### config.mk
export PLATFORM = sky130hd
export DESIGN_NAME = p2ds_top
export DESIGN_NICKNAME = d
export VERILOG_FILES = /design/src/core/p2ds_pkg.sv /design/src/core/p2ds_timer.sv /design/src/core/p2ds_coder.sv /design/src/core/p2ds_top.sv
export SDC_FILE = /design/constraint.sdc
export NUM_CORES = 1
export LEC_CHECK = 0
export BUFFER_PORTS_ARGS = -buffer_cell sky130_fd_sc_hd__buf_2
export CORE_MARGIN = 2
export CORE_UTILIZATION = 35
export CTS_CLUSTER_DIAMETER = 40
export DETAILED_ROUTE_END_ITERATION = 6
export HOLD_SLACK_MARGIN = 0.12
export PLACE_DENSITY = 0.64
export SKIP_LAST_GASP = 1
export SLEW_MARGIN = 20
export SYNTH_ARGS = -nofsm -noshare
export SYNTH_HDL_FRONTEND = slang
export SYNTH_HIERARCHICAL = 1
export SYNTH_SLANG_ARGS = --single-unit
### constraint.sdc
create_clock -name CLOCK_I -period 3.2 [get_ports CLOCK_I]
set_input_delay 0.64 -clock CLOCK_I [delete_from_list [all_inputs] [get_ports CLOCK_I]]
set_output_delay 0.64 -clock CLOCK_I [all_outputs]
set_load 0.03 [all_outputs]
### src/core/p2ds_pkg.sv
// Purpose: Shared constants and types for the phase 2 device data sequencer
// Assumes: 50 MHz core clock, APB register access with 32-bit data
// Notes:   Codes are kept in their 8-bit form where both widths exist
package p2ds_pkg;
    // Register byte offsets
    localparam logic [7:0] P2DS_OFS_CTRL   = 8'h00;
    localparam logic [7:0] P2DS_OFS_CFG    = 8'h04;
    localparam logic [7:0] P2DS_OFS_SERIAL = 8'h08;
    localparam logic [7:0] P2DS_OFS_STATUS = 8'h0C;
    localparam logic [7:0] P2DS_OFS_LAST   = 8'h10;
    // CTRL fields
    localparam int P2DS_CTRL_START    = 0;
    localparam int P2DS_CTRL_MODE_LSB = 1;
    localparam int P2DS_CTRL_TEN_BIT  = 3;
    localparam int P2DS_CTRL_SV_EN    = 4;
    localparam int P2DS_CTRL_AZ_EN    = 5;
    localparam int P2DS_CTRL_SYNC_EN  = 6;
    // CFG fields
    localparam int P2DS_CFG_USER_LSB  = 0;
    localparam int P2DS_CFG_RANGE_LSB = 8;
    localparam int P2DS_CFG_BDERS_LSB = 12;
    // Reset values
    localparam logic [31:0] P2DS_CTRL_RST   = 32'h0000_0000;
    localparam logic [31:0] P2DS_CFG_RST    = 32'h0000_0000;
    localparam logic [31:0] P2DS_SERIAL_RST = 32'h0000_0000;
    // Mode 2 codes, 8-bit form
    localparam logic [7:0] P2DS_C8_ZERO    = 8'h7A;
    localparam logic [7:0] P2DS_C8_ONE     = 8'h79;
    localparam logic [7:0] P2DS_C8_DEL100  = 8'h80;
    localparam logic [7:0] P2DS_C8_DEL250  = 8'h86;
    localparam logic [7:0] P2DS_C8_DELOTH  = 8'h83;
    localparam logic [7:0] P2DS_C8_DEV_ERR = 8'h7D;
    localparam logic [7:0] P2DS_C8_DEV_OK  = 8'h7B;
    localparam logic [7:0] P2DS_C8_ACC_MAX = 8'h74;
    localparam logic [7:0] P2DS_C8_ACC_MIN = 8'h8C;
    // Mode 3 code bases
    localparam logic [9:0] P2DS_C10_NN_BASE  = 10'h200;
    localparam logic [9:0] P2DS_C10_NYB_BASE = 10'h210;
    // State vectors
    localparam logic [2:0] P2DS_SV_SENSOR = 3'b000;
    localparam logic [2:0] P2DS_SV_DEVICE = 3'b001;
    localparam logic [2:0] P2DS_SV_STATUS = 3'b110;
    // Sequence counts
    localparam int P2DS_LEAD_CNT   = 64;
    localparam int P2DS_SERIAL_CNT = 32;
    localparam int P2DS_USER_CNT   = 12;
    localparam int P2DS_TRAIL_CNT  = 8;
    localparam int P2DS_GROUPS     = 8;
    localparam int P2DS_NYB_REPS   = 32;
    // Fixed mode 3 nybbles; maker nybble value is arbitrary
    localparam logic [3:0] P2DS_NYB_PROTO = 4'h3;
    localparam logic [3:0] P2DS_NYB_COUNT = 4'h0;
    localparam logic [3:0] P2DS_NYB_MAKER = 4'h5;
    localparam logic [3:0] P2DS_NYB_TYPE  = 4'h1;
    // Range select encoding
    localparam logic [2:0] P2DS_RG_50  = 3'd0;
    localparam logic [2:0] P2DS_RG_100 = 3'd1;
    localparam logic [2:0] P2DS_RG_200 = 3'd3;
    localparam logic [2:0] P2DS_RG_250 = 3'd4;
    // Timing
    localparam int P2DS_CLK_PERIOD_NS   = 20;
    localparam int P2DS_MSG_INTERVAL_NS = 456000;
    localparam int P2DS_MSG_INTERVAL_CYC = P2DS_MSG_INTERVAL_NS / P2DS_CLK_PERIOD_NS;

    typedef enum logic [1:0] {
        P2DS_K_DELIM = 2'b00,
        P2DS_K_BIT   = 2'b01,
        P2DS_K_NN    = 2'b10,
        P2DS_K_NYB   = 2'b11
    } p2ds_kind_e;

    typedef struct packed {
        logic [9:0] code;
        logic [2:0] sv;
    } p2ds_msg_s;
endpackage

### src/core/p2ds_timer.sv
// Purpose: Message pacing, internal interval or control module sync pulse
// Assumes: sync_pulse_i already synchronised to clk_i
// Notes:   Counter restarts whenever the sequence is idle
`timescale 1ns/1ps
module p2ds_timer
    import p2ds_pkg::*;
#(
    parameter int unsigned INTERVAL_CYC = P2DS_MSG_INTERVAL_CYC
) (
    // Clock and reset
    input  wire logic clk_i,
    input  wire logic nrst_i,
    // Control
    input  wire logic run_i,
    input  wire logic sync_en_i,
    input  wire logic sync_pulse_i,
    // Tick
    output logic      tick_o
);
    logic [15:0] cnt_q;
    logic        sync_q;
    wire         sync_rise = sync_pulse_i & ~sync_q;
    wire         cnt_end   = (cnt_q == 16'(INTERVAL_CYC - 1));

    always_ff @(posedge clk_i) begin
        if (!nrst_i) begin
            cnt_q  <= 16'h0000;
            sync_q <= 1'b0;
            tick_o <= 1'b0;
        end else begin
            sync_q <= sync_pulse_i;
            cnt_q  <= (!run_i || cnt_end) ? 16'h0000 : cnt_q + 16'h0001;
            tick_o <= run_i & (sync_en_i ? sync_rise : cnt_end);
        end
    end
endmodule

### src/core/p2ds_coder.sv
// Purpose: Maps a message kind and payload to its transmitted code
// Assumes: Combinational, used by the sequencer only
// Notes:   8-bit codes are left justified in 10-bit mode
`timescale 1ns/1ps
module p2ds_coder
    import p2ds_pkg::*;
(
    // Selection
    input  wire p2ds_kind_e kind_i,
    input  wire logic       bit_i,
    input  wire logic [3:0] nyb_i,
    input  wire logic [2:0] range_i,
    input  wire logic       ten_bit_i,
    // Code
    output logic [9:0]      code_o
);
    wire [7:0] delim8 = (range_i == P2DS_RG_100) ? P2DS_C8_DEL100 :
                        (range_i == P2DS_RG_250) ? P2DS_C8_DEL250 : P2DS_C8_DELOTH;
    wire [7:0] bit8   = bit_i ? P2DS_C8_ONE : P2DS_C8_ZERO;
    wire [7:0] sel8   = (kind_i == P2DS_K_DELIM) ? delim8 : bit8;
    wire [9:0] m2code = ten_bit_i ? {sel8, 2'b00} : {2'b00, sel8};
    wire [9:0] nncode = P2DS_C10_NN_BASE | {6'h00, nyb_i};
    wire [9:0] nbcode = P2DS_C10_NYB_BASE | {6'h00, nyb_i};

    assign code_o = (kind_i == P2DS_K_NN)  ? nncode :
                    (kind_i == P2DS_K_NYB) ? nbcode : m2code;
endmodule

### src/core/p2ds_top.sv
// Purpose: Phase 2 device data message sequencer with APB registers
// Assumes: Pin side sync pulse is asynchronous; APB master keeps the protocol
// Notes:   One message per tick on MSG_CODE_O with a one-cycle MSG_VALID_O
//          Writes land on the edge that sees PREADY_O high; config locked while busy
// Contract
// - Mode 2 sends user, config, serial bits
// - 8-bit: zero 0x7A, one 0x79
// - 10-bit Mode 2 codes shifted left two
// - Delimiter chosen from range setting
// - Sixty-four leading delimiters first
// - Then 32 serial-number bit messages
// - Then 12 user bit messages
// - Then eight delimiters close a group
// - Group repeated seven more times
// - User bits: sync, range, user byte
// - Tag device 001, status 110, sensor 000
// - Full-range coding when SV on, AZ off (code also needs mode 2 or 3)
// - Error 0x7D, OK 0x7B, accel limits (accel limit codes are defined but never sent)
// - Mode 3 uses codes 0x200 to 0x21F
// - One nybble per Mode 3 message
// - Nybble number code precedes each nybble
// - Each nybble number repeated 16 times
// - User register nybbles 7 and 8
// - Mode 3 with 8-bit is config error
// - Ascending nybbles, NN and value codes
`timescale 1ns/1ps
module p2ds_top
    import p2ds_pkg::*;
#(
    parameter int unsigned INTERVAL_CYC = P2DS_MSG_INTERVAL_CYC
) (
    // Clock and reset
    input  wire logic        CLOCK_I,
    input  wire logic        NRST_I,
    // APB slave
    input  wire logic        PSEL_I,
    input  wire logic        PENABLE_I,
    input  wire logic        PWRITE_I,
    input  wire logic [7:0]  PADDR_I,
    input  wire logic [31:0] PWDATA_I,
    output logic             PREADY_O,
    output logic [31:0]      PRDATA_O,
    output logic             PSLVERR_O,
    // Control module sync pulse pin
    input  wire logic        SYNC_PULSE_I,
    // Message stream
    output logic             MSG_VALID_O,
    output logic [9:0]       MSG_CODE_O,
    output logic [2:0]       MSG_SV_O,
    output logic             FULL_RANGE_O,
    output logic             BUSY_O,
    output logic             CFG_ERROR_O
);
    typedef enum logic [2:0] {
        S_IDLE   = 3'b000,
        S_LEAD   = 3'b001,
        S_SERIAL = 3'b010,
        S_USER   = 3'b011,
        S_TRAIL  = 3'b100,
        S_M3     = 3'b101,
        S_DONE   = 3'b110,
        S_ERROR  = 3'b111
    } p2ds_state_e;

    p2ds_state_e state_q, state_d;
    logic [31:0] ctrl_q, cfg_q, serial_q;
    logic [6:0]  cnt_q, cnt_d;
    logic [2:0]  grp_q, grp_d;
    logic [3:0]  nyb_q, nyb_d;
    logic [4:0]  rep_q, rep_d;
    logic        done_q, done_d;
    logic        sync_m_q, sync_s_q;
    logic        tick;
    logic [9:0]  code;
    p2ds_msg_s   last_q;

    // Configuration fields
    wire [1:0] mode     = ctrl_q[P2DS_CTRL_MODE_LSB +: 2];
    wire       ten_bit  = ctrl_q[P2DS_CTRL_TEN_BIT];
    wire       sv_en    = ctrl_q[P2DS_CTRL_SV_EN];
    wire       az_en    = ctrl_q[P2DS_CTRL_AZ_EN];
    wire       sync_en  = ctrl_q[P2DS_CTRL_SYNC_EN];
    wire [7:0] user_register = cfg_q[P2DS_CFG_USER_LSB +: 8];
    wire [2:0] range_sel     = cfg_q[P2DS_CFG_RANGE_LSB +: 3];
    wire [1:0] bde_rs        = cfg_q[P2DS_CFG_BDERS_LSB +: 2];
    wire [11:0] user_bits    = {sync_en, range_sel, user_register};

    // Sequence occupies the link
    function automatic logic running(input p2ds_state_e st);
        running = (st != S_IDLE) && (st != S_DONE);
    endfunction

    // APB decode
    wire apb_setup  = PSEL_I & ~PENABLE_I;
    wire apb_access = PSEL_I & PENABLE_I & ~PREADY_O;
    wire hit_ctrl   = (PADDR_I == P2DS_OFS_CTRL);
    wire hit_cfg    = (PADDR_I == P2DS_OFS_CFG);
    wire hit_serial = (PADDR_I == P2DS_OFS_SERIAL);
    wire hit_status = (PADDR_I == P2DS_OFS_STATUS);
    wire hit_last   = (PADDR_I == P2DS_OFS_LAST);
    wire hit_any    = hit_ctrl | hit_cfg | hit_serial | hit_status | hit_last;
    // Write commits with the completing edge of the access
    wire wr_ok      = PSEL_I & PENABLE_I & PREADY_O & PWRITE_I & hit_any;
    wire busy       = running(state_q);
    // Config locked while sequence runs
    wire wr_cfg     = wr_ok & ~busy;

    // Register write strobes and stored images
    wire        wr_ctrl   = wr_cfg & hit_ctrl;
    wire        wr_cfgreg = wr_cfg & hit_cfg;
    wire        wr_serial = wr_cfg & hit_serial;
    wire [31:0] ctrl_wr   = {25'h000_0000, PWDATA_I[6:0]};
    wire [31:0] cfg_wr    = {18'h0_0000, PWDATA_I[13:0]};

    wire start_req  = wr_ok & hit_ctrl & PWDATA_I[P2DS_CTRL_START] & ~busy;
    wire start_mode = start_req & PWDATA_I[P2DS_CTRL_MODE_LSB + 1];
    wire start_err  = start_mode & PWDATA_I[P2DS_CTRL_MODE_LSB] & ~PWDATA_I[P2DS_CTRL_TEN_BIT];

    wire [31:0] status_word = {19'h0_0000, nyb_q, grp_q, done_q, state_q == S_ERROR, busy, state_q};
    wire [31:0] rd_word = hit_ctrl   ? {ctrl_q[31:1], 1'b0} :
                          hit_cfg    ? cfg_q :
                          hit_serial ? serial_q :
                          hit_status ? status_word :
                          hit_last   ? {19'h0_0000, last_q} : 32'h0000_0000;

    // Mode 3 nybble value for nybble number nyb_q (0 is nybble 1)
    function automatic logic [3:0] m3_value(input logic [3:0] idx, input logic [2:0] rg,
                                            input logic [1:0] br, input logic [7:0] ur,
                                            input logic [31:0] sn);
        logic [3:0] rcode;
        rcode = (rg == P2DS_RG_100) ? 4'h0 : (rg == P2DS_RG_50) ? 4'h1 :
                (rg == P2DS_RG_200) ? 4'h2 : 4'h3;
        unique case (idx)
            4'd0:    m3_value = P2DS_NYB_PROTO;
            4'd1:    m3_value = P2DS_NYB_COUNT;
            4'd2:    m3_value = P2DS_NYB_MAKER;
            4'd3:    m3_value = P2DS_NYB_TYPE;
            4'd4:    m3_value = rcode;
            4'd5:    m3_value = {2'b00, br};
            4'd6:    m3_value = ur[7:4];
            4'd7:    m3_value = ur[3:0];
            default: m3_value = sn[5'(4'd15 - idx) * 4 +: 4];
        endcase
    endfunction

    // Message kind and payload for the current position
    wire        m3_is_nn  = ~rep_q[0];
    wire [3:0]  m3_nyb    = m3_is_nn ? nyb_q
                                     : m3_value(nyb_q, range_sel, bde_rs, user_register, serial_q);
    wire        m2_bit    = (state_q == S_SERIAL) ? serial_q[5'(31 - cnt_q)]
                                                  : user_bits[4'(11 - cnt_q)];
    wire p2ds_kind_e kind = (state_q == S_M3) ? (m3_is_nn ? P2DS_K_NN : P2DS_K_NYB) :
                            ((state_q == S_SERIAL) || (state_q == S_USER)) ? P2DS_K_BIT
                                                                          : P2DS_K_DELIM;
    wire        emit_dev  = (state_q != S_IDLE) & (state_q != S_DONE) & (state_q != S_ERROR);
    wire [7:0]  status8   = (state_q == S_ERROR) ? P2DS_C8_DEV_ERR : P2DS_C8_DEV_OK;
    wire [9:0]  status10  = ten_bit ? {status8, 2'b00} : {2'b00, status8};
    wire [9:0]  tx_code   = emit_dev ? code : status10;
    wire [2:0]  tx_sv     = ~sv_en ? P2DS_SV_SENSOR :
                            emit_dev ? P2DS_SV_DEVICE : P2DS_SV_STATUS;
    wire        tx_fire   = tick & (state_q != S_IDLE);
    // Sensor coding spans full range in device data modes when SV is on and AZ is off
    wire        full_rng  = sv_en & ~az_en & (mode[1] | busy);

    p2ds_timer #(
        .INTERVAL_CYC (INTERVAL_CYC)
    ) u_timer (
        .clk_i        (CLOCK_I),
        .nrst_i       (NRST_I),
        .run_i        (state_q != S_IDLE),
        .sync_en_i    (sync_en),
        .sync_pulse_i (sync_s_q),
        .tick_o       (tick)
    );

    p2ds_coder u_coder (
        .kind_i    (kind),
        .bit_i     (m2_bit),
        .nyb_i     (m3_nyb),
        .range_i   (range_sel),
        .ten_bit_i (ten_bit),
        .code_o    (code)
    );

    // Field ends of the Mode 2 and Mode 3 walks
    wire lead_end   = (cnt_q == 7'(P2DS_LEAD_CNT - 1));
    wire serial_end = (cnt_q == 7'(P2DS_SERIAL_CNT - 1));
    wire user_end   = (cnt_q == 7'(P2DS_USER_CNT - 1));
    wire trail_end  = (cnt_q == 7'(P2DS_TRAIL_CNT - 1));
    wire last_grp   = (grp_q == 3'(P2DS_GROUPS - 1));
    wire rep_end    = (rep_q == 5'(P2DS_NYB_REPS - 1));
    wire last_nyb   = (nyb_q == 4'd15);

    // Sequence advance
    always_comb begin
        state_d = state_q;
        cnt_d   = cnt_q;
        grp_d   = grp_q;
        nyb_d   = nyb_q;
        rep_d   = rep_q;
        done_d  = done_q;
        if (start_req) begin
            cnt_d  = 7'd0;
            grp_d  = 3'd0;
            nyb_d  = 4'd0;
            rep_d  = 5'd0;
            done_d = 1'b0;
            state_d = start_err ? S_ERROR :
                      !start_mode ? state_q :
                      PWDATA_I[P2DS_CTRL_MODE_LSB] ? S_M3 : S_LEAD;
        end else if (tick) begin
            unique case (state_q)
                S_LEAD: begin
                    cnt_d = cnt_q + 7'd1;
                    if (lead_end) begin
                        cnt_d   = 7'd0;
                        state_d = S_SERIAL;
                    end
                end
                S_SERIAL: begin
                    cnt_d = cnt_q + 7'd1;
                    if (serial_end) begin
                        cnt_d   = 7'd0;
                        state_d = S_USER;
                    end
                end
                S_USER: begin
                    cnt_d = cnt_q + 7'd1;
                    if (user_end) begin
                        cnt_d   = 7'd0;
                        state_d = S_TRAIL;
                    end
                end
                S_TRAIL: begin
                    cnt_d = cnt_q + 7'd1;
                    if (trail_end) begin
                        cnt_d   = 7'd0;
                        grp_d   = grp_q + 3'd1;
                        state_d = last_grp ? S_DONE : S_SERIAL;
                        done_d  = last_grp;
                    end
                end
                S_M3: begin
                    rep_d = rep_q + 5'd1;
                    if (rep_end) begin
                        nyb_d = nyb_q + 4'd1;
                        if (last_nyb) begin
                            state_d = S_DONE;
                            done_d  = 1'b1;
                        end
                    end
                end
                S_IDLE, S_DONE, S_ERROR: begin
                    state_d = state_q;
                end
            endcase
        end
    end

    // Pin synchroniser
    always_ff @(posedge CLOCK_I) begin
        if (!NRST_I) begin
            sync_m_q <= 1'b0;
            sync_s_q <= 1'b0;
        end else begin
            sync_m_q <= SYNC_PULSE_I;
            sync_s_q <= sync_m_q;
        end
    end

    // APB answer, one wait state
    always_ff @(posedge CLOCK_I) begin
        if (!NRST_I) begin
            PREADY_O  <= 1'b0;
            PRDATA_O  <= 32'h0000_0000;
            PSLVERR_O <= 1'b0;
        end else begin
            PREADY_O  <= apb_access;
            PSLVERR_O <= apb_access & ~hit_any;
            PRDATA_O  <= (apb_access & ~PWRITE_I) ? rd_word : 32'h0000_0000;
        end
    end

    // Configuration registers
    always_ff @(posedge CLOCK_I) begin
        if (!NRST_I) begin
            ctrl_q   <= P2DS_CTRL_RST;
            cfg_q    <= P2DS_CFG_RST;
            serial_q <= P2DS_SERIAL_RST;
        end else begin
            if (wr_ctrl) begin
                ctrl_q <= ctrl_wr;
            end
            if (wr_cfgreg) begin
                cfg_q <= cfg_wr;
            end
            if (wr_serial) begin
                serial_q <= PWDATA_I;
            end
        end
    end

    // Sequencer state
    always_ff @(posedge CLOCK_I) begin
        if (!NRST_I) begin
            state_q <= S_IDLE;
            cnt_q   <= 7'd0;
            grp_q   <= 3'd0;
            nyb_q   <= 4'd0;
            rep_q   <= 5'd0;
            done_q  <= 1'b0;
        end else begin
            state_q <= state_d;
            cnt_q   <= cnt_d;
            grp_q   <= grp_d;
            nyb_q   <= nyb_d;
            rep_q   <= rep_d;
            done_q  <= done_d;
        end
    end

    // Message outputs
    always_ff @(posedge CLOCK_I) begin
        if (!NRST_I) begin
            last_q       <= '0;
            MSG_VALID_O  <= 1'b0;
            MSG_CODE_O   <= 10'h000;
            MSG_SV_O     <= P2DS_SV_SENSOR;
            FULL_RANGE_O <= 1'b0;
            BUSY_O       <= 1'b0;
            CFG_ERROR_O  <= 1'b0;
        end else begin
            MSG_VALID_O  <= tx_fire;
            if (tx_fire) begin
                MSG_CODE_O <= tx_code;
                MSG_SV_O   <= tx_sv;
                last_q     <= '{code: tx_code, sv: tx_sv};
            end
            FULL_RANGE_O <= full_rng;
            BUSY_O       <= running(state_d);
            CFG_ERROR_O  <= (state_d == S_ERROR);
        end
    end
endmodule

# ---- Yosys cells after proc, flatten, opt, wreduce, memory -nomap -nowiden
# Index checks and enable logic that the tools add are counted.
dict set report classes {
  bitwise_logic 39
  mux 53
  addsub 8
  order_cmp 2
  n_reduce_logical 26
  n_eq_ne 38
  n_shift 1
}
# cell n
set op_table {}
lappend op_table {{two-way mux 3 bit} 16}
lappend op_table {{two-way mux 10 bit} 4}
lappend op_table {{two-way mux 7 bit} 5}
lappend op_table {{two-way mux 32 bit} 1}
lappend op_table {{one-hot mux 4 bit (8 select lines)} 1}
lappend op_table {{variable part select 32 x 8 -> 4 bit} 1}
lappend op_table {{one-hot mux 7 bit (4 select lines)} 1}
lappend op_table {{two-way mux 13 bit} 2}
lappend op_table {{bitwise AND 1 bit} 24}
lappend op_table {{== test 3 bit, second input constant} 7}
lappend op_table {{one-hot mux 3 bit (6 select lines)} 1}
lappend op_table {{adder 16 x 1 -> 16 bit, second input constant} 1}
lappend op_table {{== test 16 x 15 -> 1 bit, second input constant} 1}
lappend op_table {{== test 4 x 3 -> 1 bit, second input constant} 4}
lappend op_table {{== test 8 x 4 -> 1 bit, second input constant} 2}
lappend op_table {{two-way mux 8 bit} 2}
lappend op_table {{two-way mux 14 bit} 1}
lappend op_table {{two-way mux 1 bit} 10}
lappend op_table {{NOT 1 bit} 10}
lappend op_table {{== test 3 x 2 -> 1 bit, second input constant} 3}
lappend op_table {{two-way mux 9 bit} 1}
lappend op_table {{inequality test 3 bit, second input constant} 3}
lappend op_table {{OR reduction 3 bit} 3}
lappend op_table {{== test 4 x 2 -> 1 bit, second input constant} 2}
lappend op_table {{41 further kinds} 61}
dict set report word_totals {
  inputBits 46
  register_bits 147
}

# ---- Depth between registers and ports, before layout
# Gate-level depths: netlist (run 1).
dict set report depth {
  word_depth 16
  mapped_depth 13
  mapped_depth_nobuf 13
}

# ---- Modules after synthesis
# Netlist (run 1), hierarchy kept.
# mod n_inst cells_per_inst area_each_um2
set modules_own_cells {}
lappend modules_own_cells {p2ds_top 1 692 6298.5}
lappend modules_own_cells {p2ds_timer 1 84 802.0}
lappend modules_own_cells {p2ds_coder 1 30 226.5}

# ---- Worst setup path after synthesis (run 1)
# OpenSTA, ideal clock, no wires.
dict set report synth_timing {
  kind {register -> register}
  from {reg, netlist name cnt_q[0]}
  to {reg last_q[5] (netlist bit)}
  period_less_slack_ns 2.692
  path_slack_ns 0.508
  stages_incl_launch_ff 11
  path_buffers 1
  arrival_ns 2.567
  setup_time_ns 0.126
  t_required_ns 3.074
  path_cell_list {dfxtp_1 buf_6 mux4_2 mux4_2 mux2i_1 a21oi_1 o21ba_1 a21oi_1 a221o_1 o221ai_1 a21boi_0}
}
# item line_no
set synth_lines {}
lappend synth_lines {{end signal: assignment} p2ds_top.sv:337} ;# last_q <= '{code: tx_code, sv: tx_sv};
lappend synth_lines {{end: declaration} p2ds_top.sv:75} ;# p2ds_msg_s last_q;

==> results of run 1 <==
-- per-layer routing --
layer	GRT usage, %	up-vias
met5	0	-
met4	7.429	2
met3	4.141	46
met2	29.40	235
met1	25.65	2974
li1	-	3034
-- power breakdown --
group,internal [mW],switching [mW],total (mW)
clock,1.19,0.878,2.07
combinational,0.0433,0.0626,0.106
sequential,1.81,0.000882,1.81
-- worst max-delay path, cell delays in order, from the launching register on --
cell,delay (ns)
dfxtp_2,0.40
buf_4,0.19
mux4_2,0.51
mux4_2,0.47
mux2i_1,0.18
a21oi_1,0.12
o21ai_0,0.10
o41ai_2,0.12
a21oi_1,0.20
o21ai_0,0.10
a211oi_1,0.24
a21oi_1,0.06
nor2b_1,0.11
-- placed cells by master (no fill, tap or decap), types with 18 or more instances in the layout --
cell type | netlist | layout
nor2b_1 | 28 | 28
mux4_2 | 21 | 21
nand3_1 | 20 | 20
and2_1 | 30 | 30
buf_2 | 14 | 96
nor2_1 | 61 | 61
dfxtp_1 | 145 | 144
a21boi_1 | 30 | 30
mux2i_1 | 28 | 28
buf_4 | 8 | 18
o21ai_0 | 31 | 31
nand2_1 | 112 | 112
a21oi_1 | 38 | 38
-- worst paths after layout --
| kind | endpoint | slack, ns | start | cells after the start |
|---|---|---|---|---|
| hold / removal | sync_m_q$_SDFF_PN0_ | 0.43 | SYNC_PULSE_I | 2 |
| setup reg to reg | last_q[6]$_SDFFE_PN0P_ | 0.33 | cnt_q[0]$_SDFFE_PP0P_ | 12 |
| hold reg to reg | sync_s_q$_SDFF_PN0_ | 0.43 | sync_m_q$_SDFF_PN0_ | 1 |
| setup / recovery | last_q[6]$_SDFFE_PN0P_ | 0.33 | cnt_q[0]$_SDFFE_PP0P_ | 12 |
-- metrics by stage --
stage | power [mW] | cell area [µm²]
finish | 3.980 | 8641
global route | 4.100 | 8641
CTS | 4.013 | 8640
detailed placement | 1.954 | 8021
global placement | 1.954 | 8021
floorplan | 1.900 | 7327
-- final cells by class --
type | count | area (µm²) | area share [%]
Inverter | 16 | 60.06 | 0.6950
Clock inverter | 15 | 192.7 | 2.230
Tap cell | 270 | 337.8 | 3.910
Multi-Input combinational cell | 595 | 4105 | 47.51
Clock buffer | 17 | 425.4 | 4.923
Timing Repair Buffer | 114 | 615.6 | 7.124
Sequential cell | 145 | 2904 | 33.61
-- sequential cells by signal (all words and copies together) (netlist names), 4 cells and up --
name / count
serial_q: 32
last_q: 12
cfg_q: 14
ctrl_q: 6
PRDATA_O: 32
rep_q: 5
u_timer/cnt_q: 16
cnt_q: 7
nyb_q: 4
-- cell families (layout without fill, tap and decap cells) --
logic type	Yosys count	in the layout	synth area share (%)
simple gates	337	337	24.25
compound gates	165	165	15.37
flops	145	145	39.62
buf+inv	66	162	4.354
mux	52	52	10.74
xor+xnor	26	26	3.108
fa+ha+maj	15	15	2.561
-- repair_timing --
| action | 4_1_cts | 5_1_grt |
|---|---|---|
| resized for setup | 0 | 1 |
| setup endpoints to repair | 0 | 1 |
| hold buffers | 0 | 0 |
| hold endpoints to repair | 0 | 0 |
==> reports/results.md, run 1 <==
| Item | Value |
| --- | --- |
| Status | finished clean |
| CTS tree | done |
| Post-detailed-routing wire length | 20.47 mm |
| First-pass GRT wire length | 32.32 mm |
| RePlAce Congestion | 0.9063 |
| Final #Nets | 950 |
| Total standard cell area after synthesis | 7327 µm² |
| Clock-pin slew of the registers on the worst-case setup and hold paths | 0.06 ns |
| Launching element type of the critical path | flop |
| Count of inserted antenna diode cells | 0 |
| Initial DRT Pass Iterations | 6 |
| Post-layout worst setup margin | 0.3345 ns |
| Routed WL per cell | 17.46 µm |
| Number of remaining DRC errors | 0 |
| Number of nets produced by synthesis | 867 |
| Max layer used | met5 |
| Setup repair after global routing missed its margin | no |
| Number of H-tree levels | 4 |
| Number of instances in the synthesized netlist | 806 |
| Final period util | 89.55% |
| Met2 wire length | 9.370 mm |
| Biggest area consumer among synthesized cells | dfxtp_1 |
| Req. time, crit path | 3.56 ns |
| Overall die area | 22110 µm² |
| Top cell type's share of synthesized area | 39.62% |
| Post-synth ARST share | 0% |
| Kind of critical path | flop to flop |
| Number of warnings reported in the yosys synthesis log | 6 |
| Maximum VDD drop | 0.3807 mV |
| Number of flops mapped to enable cells by yosys | 0 |
| Achievable clock frequency | 349.0 MHz |
| Post-layout instance count excluding filler cells | 1172 |
| Sink Count | 145 |
| Number of buffers created by CTS | 17 |
| Netlist cell types | 75 |
| Effective utilization at floorplan | 35.98% |
| Post-synthesis average cell area | 9.091 µm² |
| Site Rows | 52 |
| Worst-case hold slack | 0.4267 ns |
| Via count of the first global-routing pass | 5910 |
| Antenna Violating Nets Remaining | 0 |
| I/O pins | 97 |
| Total negative setup slack | 0 ns |
| Register area share after synthesis | 39.62% |
| Final core utilization | 42.43% |
| Dominant register cell in the synthesized netlist | dfxtp_1 |
| Total global-route track usage | 18.90% |
| Clock network latency to the later pin of the worst-skew pair | 0.43 ns |
| Final critical-path required period | 2.865 ns |
| Leakage power of the design | 3.310 nW |
| Largest net degree at the start of global routing | 78 |
| Critical path data arrival time | 3.23 ns |
| IO buf count | 96 |
| Hold crit path type | input port to flop |
| Worst slew margin relative to its limit | 53.63% |
| Antenna violations before repair | 1 |
| Chip width | 148.7 µm |
| Placed instance count | 1140 |
| Deepest clock path buffer count | 2 |
| Clock root buffer master | clkbuf_16 |
| Slew of the pin with the lowest slew margin | 0.6946 ns |
| Count of maximum capacitance violations | 0 |
| Number of vias after detailed routing | 6291 |
| Layout Area Growth over Synthesis | 17.93% |
| Drt via density | 5.368 |
| Final-report max-slew violation count | 0 |
| Crit end category | flop |
| Final clock skew | 0.008944 ns |
| Synth top area cells | dfxtp_1 (40%), mux4_2 (6.5%), nand2_1 (5.7%), mux2i_1 (3.8%), nor2_1 (3.1%) |
| Metal1 wirelength | 9.174 mm |
| FF+latch count, synth | 145 |
| HPWL Detailed | 14.82 mm |
| Die height | 148.7 µm |
| Grt ovf | 0 |
| Dominant cell by count in the synthesized netlist | dfxtp_1 |
| First-iteration detailed-routing DRC count | 611 |
| Met3 Wirelength | 1.322 mm |
| Area of the core | 20360 µm² |
| Number of hold-slack violations in the final timing report | 0 |
| Largest fanout of any net on the critical path | 5 |
| Layout cells sized above 1 | 22.39% |
| Layout fillers | 1973 |
| Power density relative to cell area | 460.6 nW/µm² |
| Setup Slack @ Placement | 0.2779 ns |
| Number of failing setup endpoints in the final timing report | 0 |
| Number of setup buffers added after CTS | 0 |
| Leading cell types by count after synthesis | dfxtp_1 (145), nand2_1 (112), nor2_1 (61), a21oi_1 (38), o21ai_0 (31) |
Power figures use the tool's default switching activity.
==> run 2: changes to the inputs <==
- SLEW_MARGIN: 20 -> 40
- clock period: 3.2 -> 2.8 ns (I/O delays scaled with it)
==> run 2 against run 1 <==
  * Die area stayed put
  * Setup slack lost 0.21 ns
  * Final area rose by 2.3%
  * Via count increased by 1.0%
  * Cell count grew 1.5%
  * Sequential power up 14%
  * Global-route usage grew 0.95 points
  * Wire length increased by 4.0%
  * Flip-flop and latch count stayed put
  * Non-clock buffer count grew 17
  * Sequential share of layout area down 0.76 points
  * Highest routed layer is now met4
==> reports/results.md, run 2 (synthesis gave the netlist of run 1 again) <==
| Item | Value | Delta |
| --- | --- | --- |
| Routed WL per cell | 17.90 µm | +2.5% |
| CTS tree | done |  |
| Number of buffers created by CTS | 17 | unchanged |
| Grt ovf | 0 | unchanged |
| Power density relative to cell area | 529.8 nW/µm² | +15% |
| Die height | 148.7 µm | unchanged |
| Number of H-tree levels | 4 | unchanged |
| Worst slew margin relative to its limit | 61.09% | +7.5 points |
| Number of remaining DRC errors | 0 | unchanged |
| IO buf count | 96 | unchanged |
| First-pass GRT wire length | 33.79 mm | +4.5% |
| Area of the core | 20360 µm² | unchanged |
| Count of maximum capacitance violations | 0 | unchanged |
| Sink Count | 145 | unchanged |
| Total global-route track usage | 19.85% | +0.95 points |
| Layout cells sized above 1 | 24.27% | +1.9 points |
| Number of failing setup endpoints in the final timing report | 0 | unchanged |
| RePlAce Congestion | 0.9347 | +3.1% |
| Overall die area | 22110 µm² | unchanged |
| Slew of the pin with the lowest slew margin | 0.5836 ns | -0.1110 ns |
| Final critical-path required period | 2.674 ns | -0.1917 ns |
| Final clock skew | 0.01206 ns | +0.003111 ns |
| Setup repair after global routing missed its margin | yes |  |
| Deepest clock path buffer count | 2 | unchanged |
| Chip width | 148.7 µm | unchanged |
| Leakage power of the design | 3.411 nW | +3.1% |
| Maximum VDD drop | 0.4001 mV | +5.1% |
| Number of hold-slack violations in the final timing report | 0 | unchanged |
| Crit end category | flop |  |
| Worst-case hold slack | 0.3409 ns | -0.08577 ns |
| Final-report max-slew violation count | 0 | unchanged |
| Site Rows | 52 | unchanged |
| Final period util | 95.49% | +5.9 points |
| Drt via density | 5.344 | -0.44% |
| Critical path data arrival time | 2.99 ns | -0.24 ns |
| Final #Nets | 967 | +1.8% |
| Hold crit path type | input port to flop |  |
| First-iteration detailed-routing DRC count | 640 | +4.7% |
| Effective utilization at floorplan | 35.98% | unchanged |
| Commonest cells after routing, fill and taps aside | dfxtp_1 (143), nand2_1 (112), buf_2 (96) |  |
| Number of setup buffers added after CTS | 0 | unchanged |
| Kind of critical path | flop to flop |  |
| Total Power Consumption | 4.685 mW | +18% |
| Layout Area Growth over Synthesis | 20.70% |  |
| HPWL Detailed | 15.67 mm | +5.7% |
| Largest fanout of any net on the critical path | 4 | -1 |
| Req. time, crit path | 3.11 ns | -0.45 ns |
| Count of inserted antenna diode cells | 0 | unchanged |
| Total negative setup slack | 0 ns | unchanged |
| Status | finished clean |  |
| Achievable clock frequency | 374.0 MHz | +7.2% |
| Number of vias after detailed routing | 6354 | +1.0% |
| Antenna Violating Nets Remaining | 0 | unchanged |
| Antenna violations before repair | 0 | -1 |
| Largest net degree at the start of global routing | 63 | -19% |
| I/O pins | 97 | unchanged |
| Clock root buffer master | clkbuf_16 |  |
| Initial DRT Pass Iterations | 5 | -1 |
| Post-detailed-routing wire length | 21.28 mm | +4.0% |
| Top flop regs | PRDATA_O: 32 flops, serial_q: 32 flops, u_timer/cnt_q: 16 flops |  |
| Launching element type of the critical path | flop |  |
| Clock network latency to the later pin of the worst-skew pair | 0.43 ns | about the same |
| Clock-pin slew of the registers on the worst-case setup and hold paths | 0.06 ns | about the same |
| Via count of the first global-routing pass | 6083 | +2.9% |
| Most common library cell in the layout ignoring fill and taps | dfxtp_1 |  |
[run 2: cell count changes in the layout (fill, tap and decap cells not counted), sizes merged]
cell,change
inv,-4
clkinv,-2
clkbuf,+2
buf,+17
bufinv,+2
clkinvlp,+2
[run 2: final cells by class]
cell class              instances  area (µm²)
fillers                      1982       11520
multi-input cells             595        4134
flip-flops and latches        145        2905
repair buffers                131       763.2
clock buffers                  19       442.9
well taps                     270       337.8
clock inverters                13       200.2
inverters                      16       60.06
[run 2: worst paths after layout]
check	from	endpoint	slack (ns)	depth (start not counted)
worst max register to register	cnt_q[0]$_SDFFE_PP0P_	last_q[5]$_SDFFE_PN0P_	0.13	10
worst max-delay path	cnt_q[0]$_SDFFE_PP0P_	last_q[5]$_SDFFE_PN0P_	0.13	10
worst min-delay path	SYNC_PULSE_I	sync_m_q$_SDFF_PN0_	0.34	2
worst min register to register	sync_m_q$_SDFF_PN0_	sync_s_q$_SDFF_PN0_	0.43	1
[run 2: metal layers]
layer | wire length [µm] | GRT usage (%) | vias to the layer above
li1 | - | - | 3069
met1 | 9688 | 27.38 | 3009
met2 | 9822 | 31.02 | 233
met3 | 1199 | 3.558 | 43
met4 | 569 | 7.619 | 0
met5 | 0 | 0 | -
[run 2: report_power, final]
| group | switching, mW | internal, mW |
|---|---|---|
| sequential | 0.000990 | 2.07 |
| clock | 0.958 | 1.54 |
| combinational | 0.0750 | 0.0511 |
| total | 1.03 | 3.65 |
[run 2: per-stage QoR]
stage	util [%]	std cells	setup slack, ns	area (µm²)
global placement	40.08	1157	0.04828	8162
global route	43.43	1189	-0.01459	8843
CTS	43.27	1189	0.001651	8812
detailed placement	40.08	1157	0.01819	8162
finish	43.43	1189	0.1262	8843
floorplan	-	806	0.1075	7327
[run 2: worst max-delay path: stages, from the launching register on]
cell and delay (ns):
dfxtp_2 0.34, buf_6 0.12, mux4_2 0.48, mux4_2 0.53
mux2i_4 0.18, a21oi_2 0.10, o21ba_4 0.24, a21oi_1 0.04
a221o_1 0.31, o221ai_2 0.14, a21boi_1 0.08
[run 2: timing repair]
action	CTS	global route
gates resized for setup	3	9
setup endpoints to repair	1	3
endpoints found under the hold margin	0	0
hold buffers	0	0
pin swaps	0	2
==> run 3: changes to the inputs <==
- CORE_UTILIZATION: 35 -> 58
- PLACE_DENSITY: 0.64 -> 0.91
- SETUP_SLACK_MARGIN: unset -> 0.2
==> run 3 against run 2 <==
  * The flow now finishes with violations (setup timing)
  * Die area is 39% lower
  * Total power is 2.6% lower
  * Clock skew is 0.0017 ns lower
  * Critical path type unchanged
  * Largest power group unchanged
==> reports/results.md, run 3 (synthesis gave the netlist of run 1 again) <==
| Item | Value | Delta |
| --- | --- | --- |
| Status | finished, violations left |  |
| Violated checks | setup timing |  |
| Count of maximum capacitance violations | 0 | unchanged |
| Setup crit start | cnt_q[0]$_SDFFE_PP0P_ |  |
| Hold crit path type | input port to flop |  |
| Maximum VDD drop | 0.4236 mV | +5.9% |
| Deepest clock path buffer count | 2 | unchanged |
| Routed WL per cell | 19.11 µm | +6.8% |
| Placed standard-cell area | 7940 µm² | -2.7% |
| Via count of the first global-routing pass | 6307 | +3.7% |
| Slew of the pin with the lowest slew margin | 0.6394 ns | +0.05581 ns |
| Number of hold-slack violations in the final timing report | 0 | unchanged |
| Reg power frac | 45.3% | +1.2 points |
| Total negative setup slack | -0.02400 ns | -0.02400 ns |
| Initial DRT Pass Iterations | 6 | +1 |
| Worst-case hold slack | 0.3461 ns | +0.005159 ns |
| Kind of critical path | flop to flop |  |
| Chip width | 116.4 µm | -22% |
| Leakage power of the design | 3.343 nW | -2.0% |
| Number of failing setup endpoints in the final timing report | 1 | +1 |
| Post-layout worst setup margin | -0.02400 ns | -0.1502 ns |
| Most common library cell in the layout ignoring fill and taps | dfxtp_1 |  |
| Worst Min Path Start | SYNC_PULSE_I |  |
| Commonest cells after routing, fill and taps aside | dfxtp_1 (143), nand2_1 (112), buf_2 (96) |  |
| Power dissipated by switching net loads | 0.9455 mW | -8.5% |
| Antenna violations before repair | 0 | unchanged |
| Clock root buffer master | clkbuf_16 |  |
| Number of remaining DRC errors | 0 | unchanged |
| Area of the core | 12470 µm² | -39% |
| Die height | 116.4 µm | -22% |
| HPWL Detailed | 14.55 mm | -7.2% |
| I/O pins | 97 | unchanged |
| Layout Area Growth over Synthesis | 17.40% |  |
| Final clock skew | 0.01035 ns | -0.001709 ns |
| Crit end category | flop |  |
| Layout fillers | 935 | -53% |
| Post-detailed-routing wire length | 20.64 mm | -3.0% |
| Number of H-tree levels | 4 | unchanged |
| Final-report max-slew violation count | 0 | unchanged |
| Part of the power in the clock network | 52.0% | -1.2 points |
| Portion of total power attributed to combinational logic | 2.7% | about the same |
| Cell-by-cell listing of the critical path | buf_12, mux4_2, mux4_2, mux2i_2, a21oi_2, o21ai_1, o41ai_2, a21oi_2, nor3_1, a211oi_1, a21oi_1, nor2b_1 |  |
| Overall die area | 13550 µm² | -39% |
| Number of buffers created by CTS | 17 | unchanged |
| Largest net degree at the start of global routing | 52 | -17% |
| Clock network latency to the later pin of the worst-skew pair | 0.43 ns | about the same |
| Site Rows | 41 | -21% |
| Clock-pin slew of the registers on the worst-case setup and hold paths | 0.06 ns | about the same |
| CTS tree | done |  |
| Setup repair after global routing missed its margin | yes |  |
| Antenna Violating Nets Remaining | 0 | unchanged |
| Total global-route track usage | 31.70% | +12 points |
| Sink Count | 145 | unchanged |
| Worst slew margin relative to its limit | 57.33% | -3.8 points |
| Post-layout instance count excluding filler cells | 1080 | -9.2% |
| Effective utilization at floorplan | 58.78% | +23 points |
| Total Power Consumption | 4.563 mW | -2.6% |
| IO buf count | 96 | unchanged |
| Int Power | 3.618 mW | -0.93% |
| Power density relative to cell area | 530.5 nW/µm² | +0.12% |
| First-pass GRT wire length | 32.82 mm | -2.9% |
| Final critical-path required period | 2.824 ns | +0.1502 ns |
| Final #Nets | 958 | -0.93% |
| Layout cells sized above 1 | 23.35% | -0.92 points |
| Largest stage delay on the critical path | 0.50 ns | -0.03 ns |
| Critical path data arrival time | 3.18 ns | +0.19 ns |
| Setup Slack @ Placement | -0.005750 ns | -0.02394 ns |
| Register-to-Register Setup Slack | -0.02 ns | -0.15 ns |
| Largest fanout of any net on the critical path | 4 | unchanged |
| Non-Filler Cell Area, Final | 8602 µm² | -2.7% |
| Count of inserted antenna diode cells | 0 | unchanged |
| RePlAce Congestion | 0.9818 | +5.0% |
| Number of vias after detailed routing | 6696 | +5.4% |
| Final core utilization | 69.01% | +26 points |
| Cell with the biggest individual delay on the critical path | mux4_2 |  |
| Launch instance of the worst register-to-register path | cnt_q[0]$_SDFFE_PP0P_ |  |
| Achievable clock frequency | 354.1 MHz | -5.3% |
| Drt via density | 6.200 | +16% |
| Final period util | 100.9% | +5.4 points |
| Placed instance count | 1047 | -9.5% |
| Launching element type of the critical path | flop |  |
| Top flop regs | PRDATA_O: 32 flops, serial_q: 32 flops, u_timer/cnt_q: 16 flops |  |
| Sw Ratio | 20.72% | -1.3 points |
| First-iteration detailed-routing DRC count | 894 | +40% |
| Grt ovf | 0 | unchanged |
| Req. time, crit path | 3.15 ns | +0.04 ns |
## run 3: worst max-delay path, delay by kind of cell, from the launching register on
| family | cells | cell delay [ns] |
|---|---|---|
| DFF | 1 | 0.38 |
| AOI/OAI and AO/OA | 6 | 0.82 |
| and+or+nand+nor | 2 | 0.23 |
| buffers and inverters | 1 | 0.12 |
| muxes | 3 | 1.18 |
## run 3: worst paths after layout
check | endpoint | depth (start not counted)
max reg2reg | last_q[6]$_SDFFE_PN0P_ | 12
min | sync_m_q$_SDFF_PN0_ | 2
min reg2reg | sync_s_q$_SDFF_PN0_ | 1
max | last_q[6]$_SDFFE_PN0P_ | 12
## run 3: layout make-up
cell class	instances	area, µm²	share of cell area, %
Clock buffer	20	446.7	5.193
Clock inverter	10	161.4	1.876
Inverter	16	60.06	0.6982
Multi-Input combinational cell	595	4119	47.88
Sequential cell	145	2908	33.80
Tap cell	172	215.2	2.502
Timing Repair Buffer	122	691.9	8.044
## run 3: what timing repair did
| action | CTS | global route |
|---|---|---|
| gates resized for setup | 7 | 6 |
| setup buffers | 3 | 0 |
| setup endpoints to repair | 3 | 4 |
| pin swaps | 3 | 0 |
| hold buffers | 0 | 0 |
## run 3: metal layers
layer  global-route usage, %  wire length, µm  vias to the layer above
met5                       0                0                        -
met3                   7.836             2000                      108
met4                   16.51             1008                        0
li1                        -                -                     3041
met1                   39.53             7747                     3085
met2                   51.09             9886                      462
## run 3: power groups by stage
stage | clock network [mW] | logic (mW) | registers (mW)
floorplan | 0 | 0.0569 | 2.11
global placement | 0 | 0.118 | 2.11
detailed placement | 0 | 0.120 | 2.11
CTS | 2.39 | 0.121 | 2.07
global route | 2.48 | 0.130 | 2.07
finish | 2.37 | 0.124 | 2.07
